--- src/acrt_pkg.sv ---
// constants and types for the conversion and readout sequencer
package acrt_pkg;
   // ==========================================
   // timing
   localparam int CLK_NS         = 10;
   localparam int CONV_NS_FAST   = 750;
   localparam int CONV_NS_NORMAL = 1000;
   localparam int CONV_NS_LOWPWR = 1250;
   localparam int SYNC_NS_FAST   = 25;
   localparam int SYNC_NS_NORMAL = 275;
   localparam int SYNC_NS_LOWPWR = 525;
   localparam int SCLK_NS_0      = 25;
   localparam int SCLK_NS_1      = 50;
   localparam int SCLK_NS_2      = 100;
   localparam int SCLK_NS_3      = 200;
   localparam int DATA_LEAD_NS   = 12;
   localparam int SYNC_BUSY_NS   = 25;
   localparam int START_LAT      = 3;
   localparam int TAIL_CYC       = (DATA_LEAD_NS + CLK_NS - 1) / CLK_NS;
   localparam int SYNC_BUSY_CYC  = (SYNC_BUSY_NS + CLK_NS - 1) / CLK_NS;
   localparam int END_HALVES     = 2;
   localparam int RES_W          = 16;
   localparam int FIFO_DEPTH     = 32;
   // ==========================================
   // register map
   localparam logic [7:0] REG_CTRL   = 8'h00;
   localparam logic [7:0] REG_STATUS = 8'h04;
   localparam logic [7:0] REG_DATA   = 8'h08;
   // ==========================================
   // types
   typedef enum logic [1:0] {SPD_NORMAL, SPD_FAST, SPD_LOWPWR} acrt_speed_t;
   typedef enum logic [1:0] {RD_PARALLEL, RD_MASTER_DURING, RD_MASTER_AFTER, RD_SLAVE} acrt_rmode_t;
   typedef enum logic [1:0] {ST_IDLE, ST_CONV, ST_TAIL, ST_SHIFT} acrt_state_t;
   localparam acrt_rmode_t CTRL_RST = RD_PARALLEL;
   typedef struct packed {
      logic sync;
      logic sclk;
      logic sdo;
   } acrt_ser_t;
   typedef struct packed {
      logic [18:0] rsvd;
      logic        fifo_full;
      logic [5:0]  fifo_level;
      logic        shifting;
      acrt_state_t state;
      acrt_speed_t speed;
      logic        busy;
   } acrt_status_t;
endpackage : acrt_pkg

--- src/acrt_core.sv ---
// result fifo and conversion/readout sequencer with its ahb-lite registers
//
// The AHB-Lite register port and the placing of the registers were left to the implementer.
`timescale 1ns/10ps
`default_nettype none
// ==========================================
// result fifo
module acrt_fifo
   import acrt_pkg::*;
#(
   parameter int WIDTH = 16,
   parameter int DEPTH = 32
) (
   // clock and reset
   input  wire logic             hclk,
   input  wire logic             hresetn,
   // fill side
   input  wire logic             in_valid,
   output logic                  in_ready,
   input  wire logic [WIDTH-1:0] in_data,
   // drain side
   output logic                  out_valid,
   input  wire logic             out_ready,
   output logic [WIDTH-1:0]      out_data,
   output logic [$clog2(DEPTH):0] level
);
   localparam int AW = $clog2(DEPTH);
   typedef struct packed {
      logic [DEPTH-1:0][WIDTH-1:0] mem;
      logic [AW-1:0]               wp;
      logic [AW-1:0]               rp;
      logic [AW:0]                 cnt;
   } acrt_fifo_t;
   acrt_fifo_t s;
   acrt_fifo_t n;
   logic       push;
   logic       pop;

   assign in_ready  = (s.cnt != (AW+1)'(DEPTH));
   assign out_valid = (s.cnt != '0);
   assign out_data  = s.mem[s.rp];
   assign level     = s.cnt;
   assign push      = in_valid && in_ready;
   assign pop       = out_valid && out_ready;

   always_comb begin
      n = s;
      if (push) begin
         n.mem[s.wp] = in_data;
         n.wp        = s.wp + 1'b1;
      end
      if (pop) begin
         n.rp = s.rp + 1'b1;
      end
      n.cnt = s.cnt + (AW+1)'(push) - (AW+1)'(pop);
   end

   always_ff @(posedge hclk or negedge hresetn) begin
      if (!hresetn) begin
         s <= '0;
      end else begin
         s <= n;
      end
   end
endmodule : acrt_fifo

// ==========================================
// conversion and readout sequencer
module acrt_core
   import acrt_pkg::*;
(
   // clock and reset
   input  wire logic              hclk,
   input  wire logic              hresetn,
   // ahb-lite slave
   input  wire logic              hsel,
   input  wire logic [31:0]       haddr,
   input  wire logic [1:0]        htrans,
   input  wire logic              hwrite,
   input  wire logic [2:0]        hsize,
   input  wire logic [31:0]       hwdata,
   input  wire logic              hready,
   output logic                   hreadyout,
   output logic                   hresp,
   output logic [31:0]            hrdata,
   // conversion control pins
   input  wire logic              convert_start_n,
   input  wire logic              fast_sel,
   input  wire logic              lowpwr_sel,
   input  wire logic [1:0]        serial_clock_divider,
   output logic                   busy,
   // converter core result
   input  wire logic [RES_W-1:0]  conv_data,
   // parallel port
   input  wire logic              cs_n,
   input  wire logic              rd_n,
   output logic [RES_W-1:0]       par_data,
   output logic                   par_oe_n,
   // serial port
   input  wire logic              ext_sclk,
   output acrt_ser_t              ser_out,
   output acrt_ser_t              ser_oe_n
);
   typedef struct packed {
      logic [2:0]       cv;
      logic [1:0]       cs;
      logic [1:0]       rd;
      logic [2:0]       sck;
      logic [3:0]       md;
      logic [3:0]       dv;
      acrt_state_t      st;
      logic [7:0]       cnt;
      logic [5:0]       scnt;
      logic             busy;
      acrt_speed_t      speed;
      logic [1:0]       div;
      acrt_rmode_t      rmode;
      acrt_rmode_t      ctrl;
      logic [RES_W-1:0] result;
      logic [RES_W-1:0] pdata;
      logic [RES_W-1:0] shreg;
      logic             sh_on;
      logic             sh_end;
      logic [3:0]       hc;
      logic [4:0]       bits;
      logic [1:0]       endc;
      acrt_ser_t        ser;
      acrt_ser_t        ser_oe_n;
      logic             par_oe_n;
      logic             a_wr;
      logic [7:0]       a_addr;
      logic [31:0]      hrdata;
   } acrt_core_t;

   function automatic acrt_core_t rst_state();
      acrt_core_t r;
      r          = '0;
      r.cv       = '1;
      r.cs       = '1;
      r.rd       = '1;
      r.ctrl     = CTRL_RST;
      r.ser_oe_n = '1;
      r.par_oe_n = 1'b1;
      return r;
   endfunction : rst_state

   function automatic logic [3:0] half_cyc(input logic [1:0] d);
      int ns;
      ns = (d == 2'h0) ? SCLK_NS_0 : (d == 2'h1) ? SCLK_NS_1 : (d == 2'h2) ? SCLK_NS_2 : SCLK_NS_3;
      return 4'((ns + 2 * CLK_NS - 1) / (2 * CLK_NS));
   endfunction : half_cyc

   function automatic int conv_ns(input acrt_speed_t sp);
      return (sp == SPD_FAST) ? CONV_NS_FAST : (sp == SPD_LOWPWR) ? CONV_NS_LOWPWR : CONV_NS_NORMAL;
   endfunction : conv_ns

   function automatic int sync_ns(input acrt_speed_t sp);
      return (sp == SPD_FAST) ? SYNC_NS_FAST : (sp == SPD_LOWPWR) ? SYNC_NS_LOWPWR : SYNC_NS_NORMAL;
   endfunction : sync_ns

   acrt_core_t       s;
   acrt_core_t       n;
   acrt_speed_t      spd;
   logic             start_go;
   logic             slave_edge;
   logic             take;
   logic             pop;
   logic             push;
   logic             sh_go;
   logic [RES_W-1:0] sh_word;
   logic             master;
   logic             f_ready;
   logic             f_valid;
   logic [RES_W-1:0] f_data;
   logic [5:0]       f_level;
   acrt_status_t     stat;

   acrt_fifo #(.WIDTH(RES_W), .DEPTH(FIFO_DEPTH)) u_fifo (
      .hclk      (hclk),
      .hresetn   (hresetn),
      .in_valid  (push),
      .in_ready  (f_ready),
      .in_data   (conv_data),
      .out_valid (f_valid),
      .out_ready (pop),
      .out_data  (f_data),
      .level     (f_level)
   );

   assign spd        = (s.md[3] && !s.md[2]) ? SPD_FAST : s.md[2] ? SPD_LOWPWR : SPD_NORMAL;
   assign start_go   = s.cv[2] && !s.cv[1] && (s.st == ST_IDLE) && f_ready;
   assign slave_edge = s.sck[1] && !s.sck[2];
   assign take       = hsel && htrans[1] && hready;
   assign pop        = take && !hwrite && (haddr[7:0] == REG_DATA);
   assign master     = (s.ctrl == RD_MASTER_DURING) || (s.ctrl == RD_MASTER_AFTER);
   assign stat       = '{rsvd: '0, fifo_full: !f_ready, fifo_level: f_level, shifting: s.sh_on,
                         state: s.st, speed: s.speed, busy: s.busy};

   always_comb begin
      n       = s;
      push    = 1'b0;
      sh_go   = 1'b0;
      sh_word = s.result;
      n.cv    = {s.cv[1:0], convert_start_n};
      n.cs    = {s.cs[0], cs_n};
      n.rd    = {s.rd[0], rd_n};
      n.sck   = {s.sck[1:0], ext_sclk};
      n.md    = {s.md[1:0], fast_sel, lowpwr_sel};
      n.dv    = {s.dv[1:0], serial_clock_divider};
      // ==========================================
      // conversion sequence
      case (s.st)
         ST_IDLE: begin
            if (start_go) begin
               n.busy  = 1'b1;
               n.speed = spd;
               n.div   = s.dv[3:2];
               n.rmode = s.ctrl;
               n.cnt   = 8'(conv_ns(spd) / CLK_NS - START_LAT - TAIL_CYC);
               n.scnt  = 6'(sync_ns(spd) / CLK_NS);
               n.st    = ST_CONV;
            end
         end
         ST_CONV: begin
            if (s.rmode == RD_MASTER_DURING && s.scnt != '0) begin
               n.scnt = s.scnt - 1'b1;
               sh_go  = (s.scnt == 6'h01);
            end
            if (s.cnt == 8'h01) begin
               push     = 1'b1;
               n.result = conv_data;
               if (s.rmode == RD_PARALLEL) begin
                  n.pdata = conv_data;
               end
               if (s.rmode == RD_SLAVE) begin
                  n.shreg   = conv_data;
                  n.ser.sdo = conv_data[RES_W-1];
               end
               if (s.rmode == RD_MASTER_AFTER) begin
                  sh_go   = 1'b1;
                  sh_word = conv_data;
                  n.st    = ST_SHIFT;
               end else begin
                  n.cnt = 8'(TAIL_CYC);
                  n.st  = ST_TAIL;
               end
            end else begin
               n.cnt = s.cnt - 1'b1;
            end
         end
         ST_SHIFT: begin
            if (!s.sh_on) begin
               n.cnt = 8'(SYNC_BUSY_CYC - 1);
               n.st  = ST_TAIL;
            end
         end
         ST_TAIL: begin
            if (s.cnt == 8'h01) begin
               n.busy = 1'b0;
               n.st   = ST_IDLE;
            end else begin
               n.cnt = s.cnt - 1'b1;
            end
         end
         default: n.st = ST_IDLE;
      endcase
      // ==========================================
      // master serial shifter
      if (sh_go) begin
         n.sh_on    = 1'b1;
         n.sh_end   = 1'b0;
         n.ser.sync = 1'b1;
         n.ser.sclk = 1'b0;
         n.shreg    = sh_word;
         n.ser.sdo  = sh_word[RES_W-1];
         n.bits     = 5'(RES_W);
         n.hc       = half_cyc(s.div);
      end else if (s.sh_on) begin
         if (s.hc != 4'h1) begin
            n.hc = s.hc - 1'b1;
         end else begin
            n.hc = half_cyc(s.div);
            if (!s.sh_end) begin
               n.ser.sclk = !s.ser.sclk;
               if (s.ser.sclk) begin
                  n.shreg   = {s.shreg[RES_W-2:0], 1'b0};
                  n.ser.sdo = s.shreg[RES_W-2];
                  n.bits    = s.bits - 1'b1;
                  if (s.bits == 5'h01) begin
                     n.sh_end = 1'b1;
                     n.endc   = 2'(END_HALVES);
                  end
               end
            end else if (s.endc != '0) begin
               n.endc = s.endc - 1'b1;
            end else begin
               n.ser.sync = 1'b0;
               n.sh_on    = 1'b0;
            end
         end
      end
      // ==========================================
      // slave serial shifter
      if (slave_edge && s.rmode == RD_SLAVE && !s.cs[1]) begin
         n.shreg   = {s.shreg[RES_W-2:0], 1'b0};
         n.ser.sdo = s.shreg[RES_W-2];
      end
      // ==========================================
      // output enables
      n.ser_oe_n.sync = !(master && !s.cs[1]);
      n.ser_oe_n.sclk = !(master && !s.cs[1]);
      n.ser_oe_n.sdo  = !((master || s.ctrl == RD_SLAVE) && !s.cs[1]);
      n.par_oe_n      = !(s.ctrl == RD_PARALLEL && !s.cs[1] && !s.rd[1]);
      // ==========================================
      // register access
      n.a_wr   = take && hwrite;
      n.a_addr = haddr[7:0];
      if (s.a_wr && s.a_addr == REG_CTRL) begin
         n.ctrl = acrt_rmode_t'(hwdata[1:0]);
      end
      if (take) begin
         n.hrdata = '0;
         if (hwrite) begin
            n.hrdata = '0;
         end else if (haddr[7:0] == REG_CTRL) begin
            n.hrdata = {30'h0000_0000, s.ctrl};
         end else if (haddr[7:0] == REG_STATUS) begin
            n.hrdata = stat;
         end else if (haddr[7:0] == REG_DATA && f_valid) begin
            n.hrdata = {16'h0000, f_data};
         end
      end
   end

   always_ff @(posedge hclk or negedge hresetn) begin
      if (!hresetn) begin
         s <= rst_state();
      end else begin
         s <= n;
      end
   end

   assign hreadyout = 1'b1;
   assign hresp     = 1'b0;
   assign hrdata    = s.hrdata;
   assign busy      = s.busy;
   assign par_data  = s.pdata;
   assign par_oe_n  = s.par_oe_n;
   assign ser_out   = s.ser;
   assign ser_oe_n  = s.ser_oe_n;

   // ==========================================
   // checks
   localparam int CHK_BMAX = CONV_NS_LOWPWR / CLK_NS - START_LAT;
   localparam int CHK_SMAX = SYNC_NS_LOWPWR / CLK_NS + 2;
endmodule : acrt_core
`default_nettype wire

--- config.mk ---
export PLATFORM = sky130hd
export DESIGN_NAME = acrt_core
export DESIGN_NICKNAME = d
export VERILOG_FILES = /design/src/acrt_pkg.sv /design/src/acrt_core.sv
export SDC_FILE = /design/constraint.sdc
export NUM_CORES = 1
export LEC_CHECK = 0
export BUFFER_PORTS_ARGS = -buffer_cell sky130_fd_sc_hd__buf_2
export CORE_ASPECT_RATIO = 1.5
export CORE_MARGIN = 5
export CORE_UTILIZATION = 56
export CTS_CLUSTER_DIAMETER = 40
export CTS_CLUSTER_SIZE = 20
export DETAILED_ROUTE_END_ITERATION = 7
export HOLD_SLACK_MARGIN = 0.15
export PLACE_DENSITY = 0.76
export SYNTH_ARGS = -nofsm -noshare
export SYNTH_HDL_FRONTEND = slang
export SYNTH_SLANG_ARGS = --single-unit
--- constraint.sdc ---
create_clock -name hclk -period 3.2 [get_ports hclk]
set_clock_uncertainty 0.2 [all_clocks]
set_input_delay 0.8 -clock hclk [delete_from_list [all_inputs] [get_ports hclk]]
set_output_delay 0.8 -clock hclk [all_outputs]
set_load 0.02 [all_outputs]
==> out/qor_table.md <==
| Quantity | Reported |
| --- | --- |
| Insertion delay to the later sink of the worst-skew pair | 0.60 ns |
| Sequential share of the synthesized area | 0.507 |
| Routability-driven placement congestion ratio | 0.888 |
| Critical Path RT | 3.51 ns |
| Critical path endpoint category | flip-flop |
| Initial antenna violation count | 0 |
| Dominant synthesized flop cell | sky130_fd_sc_hd__dfrtp_1 |
| Peak Freq | 326 MHz |
| Number of max-slew violations in the final report | 0 |
| Detailed-route DRC error count | 0 |
| Number of synthesis warnings | 0 |
| Post-Syn Instances | 2182 |
| Number of hold-slack violations in the final timing report | 0 |
| Height of the die | 306 um |
| Psw | 6.45 mW |
| Setup violation total in the final timing report | 0 |
| Commonest cells post-synth | 652 x sky130_fd_sc_hd__dfrtp_1, 319 x sky130_fd_sc_hd__mux2_4, 236 x sky130_fd_sc_hd__mux2_2 |
| Worst-path maximum fanout | 4 |
| Type of origin of the critical path | input pin |
| Clock-pin transition on the worst setup and hold timing paths | 0.07 ns |
| Total power density per cell area | 605 mW/mm2 |
| Number of diodes added for antenna fixing | 0 |
| Post-synth top area cell | sky130_fd_sc_hd__dfrtp_1 |
| Growth of design area from synthesis to finish | 8.79% |
| Level count of the clock H-tree | 2 |
| Final-stage net count | 2345 |
| Min cycle time layout | 3.07 ns |
| First-pass GRT wire length | 124 mm |
| Pin count of the biggest net entering global routing | 105 |
| Cells traversed along the worst timing path | dlygate4sd3_1 -> buf_2 -> nor2b_2 -> and4_1 -> and2_4 -> ha_1 -> inv_1 -> ha_1 -> buf_4 -> a21o_1 -> a21oi_2 -> o21bai_1 -> a21oi_1 -> xor2_1 |
| Synth cell types | 72 |
| Delay of the slowest cell on the worst path | 0.53 ns |
| Clock tree root driver cell | sky130_fd_sc_hd__clkbuf_16 |
| Fraction of power consumed by the clock network | 0.302 |
| Total via count in the routed design | 18.9k |
| Slew at the pin closest to its max-slew limit | 0.956 ns |
| Slowest-stage cell, CP | sky130_fd_sc_hd__dlygate4sd3_1 |
| Arrival time of data at the critical path endpoint | 3.38 ns |
| Total area of multi-input combinational cells | 0.0146 mm2 |
| Status | complete, no violations |
| Routed wire length per instance | 26.0 um |
| Max clock buf depth | 3 |
| Number of buffers created by CTS | 50 |
| Switching Share | 0.300 |
| Final period utilization | 0.959 |
| Site Rows | 108 |
| Router iterations before antenna repair | 7 |
| Number of cells in the finished layout apart from fillers | 3027 |
| Maximum vdd ir drop | 0.000357 V |
| Class of the most critical hold timing path | flip-flop to flip-flop |
| Max-cap violation count | 0 |
| Cell with the most instances after synthesis | sky130_fd_sc_hd__dfrtp_1 |
| Number of primary I/O pins | 156 |
| Max-slew headroom | 0.363 |
| Number of enable-type register cells in the synthesized netlist | 0 |
| Worst Setup Path Type | input pin to flip-flop |
| Share of cells above drive strength 1 | 0.444 |
| Ys async rst share | 1.00 |
| Total core area | 0.0578 mm2 |
| Total gr overflow | 0 |
| Die footprint | 0.0634 mm2 |
| Leakage power of the design | 16.0 nW |
| Clock tree from TritonCTS | done |
| Remaining antenna violation count | 0 |
| Starting density of the core | 0.565 |
| Average vias per placed instance | 6.24 |
| Seq cells post-synth | 662 |
| Width of the chip | 207 um |
| Relative contribution of sequential cells to total power | 0.482 |
| Fill cell count | 4151 |
| Top cells by area in the synthesized netlist | sky130_fd_sc_hd__dfrtp_1 50%, sky130_fd_sc_hd__mux2_4 15%, sky130_fd_sc_hd__mux2_2 8.1% |
| Post-synthesis instance area | 0.0327 mm2 |
| CP Buf/Inv Count | 4 |
| Internal cell power | 15.1 mW |
| Input/output buffers | 79 |
| Final Worst Setup Slack | 0.133 ns |
| Mapped Avg Cell Area | 15.0 um2 |
| Area occupied by registers | 0.0166 mm2 |
| Clock sinks | 662 |
| Cell seen most often among critical-path stages | sky130_fd_sc_hd__ha_1 |
| Cell family with the largest share of critical-path delay | buffers and inverters |
| Pre-CTS worst setup slack | -0.0744 ns |
| Final wirelength | 78.9 mm |
| Top-area cell type share of the netlist area | 0.499 |
| HPWL after DPL | 52.1 mm |
| Gate power share | 0.215 |
| Number of DRC markers in iteration 0 | 1430 |
| GRT Util Overall | 0.246 |
| Via count of the first global-routing pass | 20.7k |
| # placed instances | 2918 |
==> per-layer routing <==
layer / share of wire / global-route usage / routed length (um) / up-vias
li1: - / - / - / 7969
met1: 0.40 / 0.310 / 31600 / 10200
met2: 0.51 / 0.433 / 40200 / 615
met3: 0.048 / 0.0352 / 3820 / 167
met4: 0.041 / 0.0957 / 3220 / 0
met5: 0 / 0 / 0 / -
==> through the flow <==
| stage | setup TNS [ns] | cell area (um2) | util | power [mW] | hold WS [ns] |
|---|---|---|---|---|---|
| 2_1_floorplan | 0 | 32800 | - | 13.8 | 0.131 |
| 3_3_place_gp | -0.117 | 33700 | 0.583 | 14.8 | 0.144 |
| 3_5_place_dp | -0.143 | 33700 | 0.583 | 15.1 | 0.140 |
| 4_1_cts | 0 | 35500 | 0.615 | 21.6 | 0.157 |
| 5_1_grt | -0.00846 | 35600 | 0.615 | 22.5 | 0.157 |
| 6_report | 0 | 35600 | 0.615 | 21.5 | 0.155 |
==> sequential cells by signal (all words and copies together), names as in the netlist <==
signal,cells
hrdata,16
s,85
ser_oe_n,2
busy,1
u_fifo.s,522
ser_out,3
u_fifo.level,6
par_data,16
par_oe_n,1
n,10
==> worst paths after layout <==
check,depth (start not counted),slack (ns),to,start
min in group asynchronous,2,0.56,s[131],hresetn
hold reg to reg,0,0.15,s[137],n[137]
max in group asynchronous,3,1.28,u_fifo.s[370],hresetn
hold / removal,0,0.15,s[137],n[137]
setup / recovery,14,0.13,u_fifo.level[5],haddr[3]
setup reg to reg,5,0.14,hrdata[6],u_fifo.s[6]
==> placed cells by master (no fill, tap or decap), types with 11 or more instances in the layout <==
cell type and count:
sky130_fd_sc_hd__dfrtp_1 650, sky130_fd_sc_hd__mux2_4 319, sky130_fd_sc_hd__mux2_2 236, sky130_fd_sc_hd__mux4_2 99, sky130_fd_sc_hd__buf_4 90, sky130_fd_sc_hd__mux2i_1 87
sky130_fd_sc_hd__buf_2 78, sky130_fd_sc_hd__nand2_1 56, sky130_fd_sc_hd__clkbuf_16 50, sky130_fd_sc_hd__o21ai_0 41, sky130_fd_sc_hd__nor2_1 35, sky130_fd_sc_hd__nand2_8 32
sky130_fd_sc_hd__inv_1 31, sky130_fd_sc_hd__o221ai_1 29, sky130_fd_sc_hd__ha_1 29, sky130_fd_sc_hd__a22oi_1 27, sky130_fd_sc_hd__a21oi_1 25, sky130_fd_sc_hd__a22o_1 24
sky130_fd_sc_hd__nand3_1 19, sky130_fd_sc_hd__buf_12 19, sky130_fd_sc_hd__conb_1 18, sky130_fd_sc_hd__o22ai_1 17, sky130_fd_sc_hd__dlygate4sd3_1 16, sky130_fd_sc_hd__a211oi_1 15
sky130_fd_sc_hd__xnor2_1 11
==> power by group through the flow <==
stage          logic [mW]  registers, mW  clock network [mW]
2_1_floorplan        3.52           10.2                   0
3_3_place_gp         4.38           10.4                   0
3_5_place_dp         4.57           10.5                   0
4_1_cts              4.63           10.4                6.60
5_1_grt              5.02           10.5                6.92
6_report             4.63           10.4                6.51
==> cell families (layout without fill, tap and decap cells) <==
| family | after synthesis | in the layout | synth area share |
|---|---|---|---|
| muxes | 741 | 741 | 0.323 |
| DFF | 662 | 662 | 0.507 |
| buffers and inverters | 268 | 327 | 0.0499 |
| and+or+nand+nor | 235 | 235 | 0.0549 |
| AOI/OAI and AO/OA | 229 | 229 | 0.0499 |
| adders and majority gates | 30 | 30 | 0.0117 |
| xor gates and xnor gates | 15 | 15 | 0.00402 |
| other | 2 | 18 | 0.000230 |
==> layout make-up <==
type                    instances  area share
clock buffers                  60      0.0379
clock inverters                32     0.00957
inverters                      31     0.00327
multi-input cells            1268       0.410
flip-flops and latches        662       0.466
well taps                     770      0.0271
repair buffers                204      0.0456
==> repair_timing <==
| item | in CTS | in global routing |
|---|---|---|
| buffers inserted | 0 | 1 |
| resized for setup | 0 | 5 |
| endpoints found under the hold margin | 52 | 0 |
| hold buffers | 16 | 0 |
| endpoints found under the setup margin | 0 | 4 |
(Power assumes the default switching activity.)
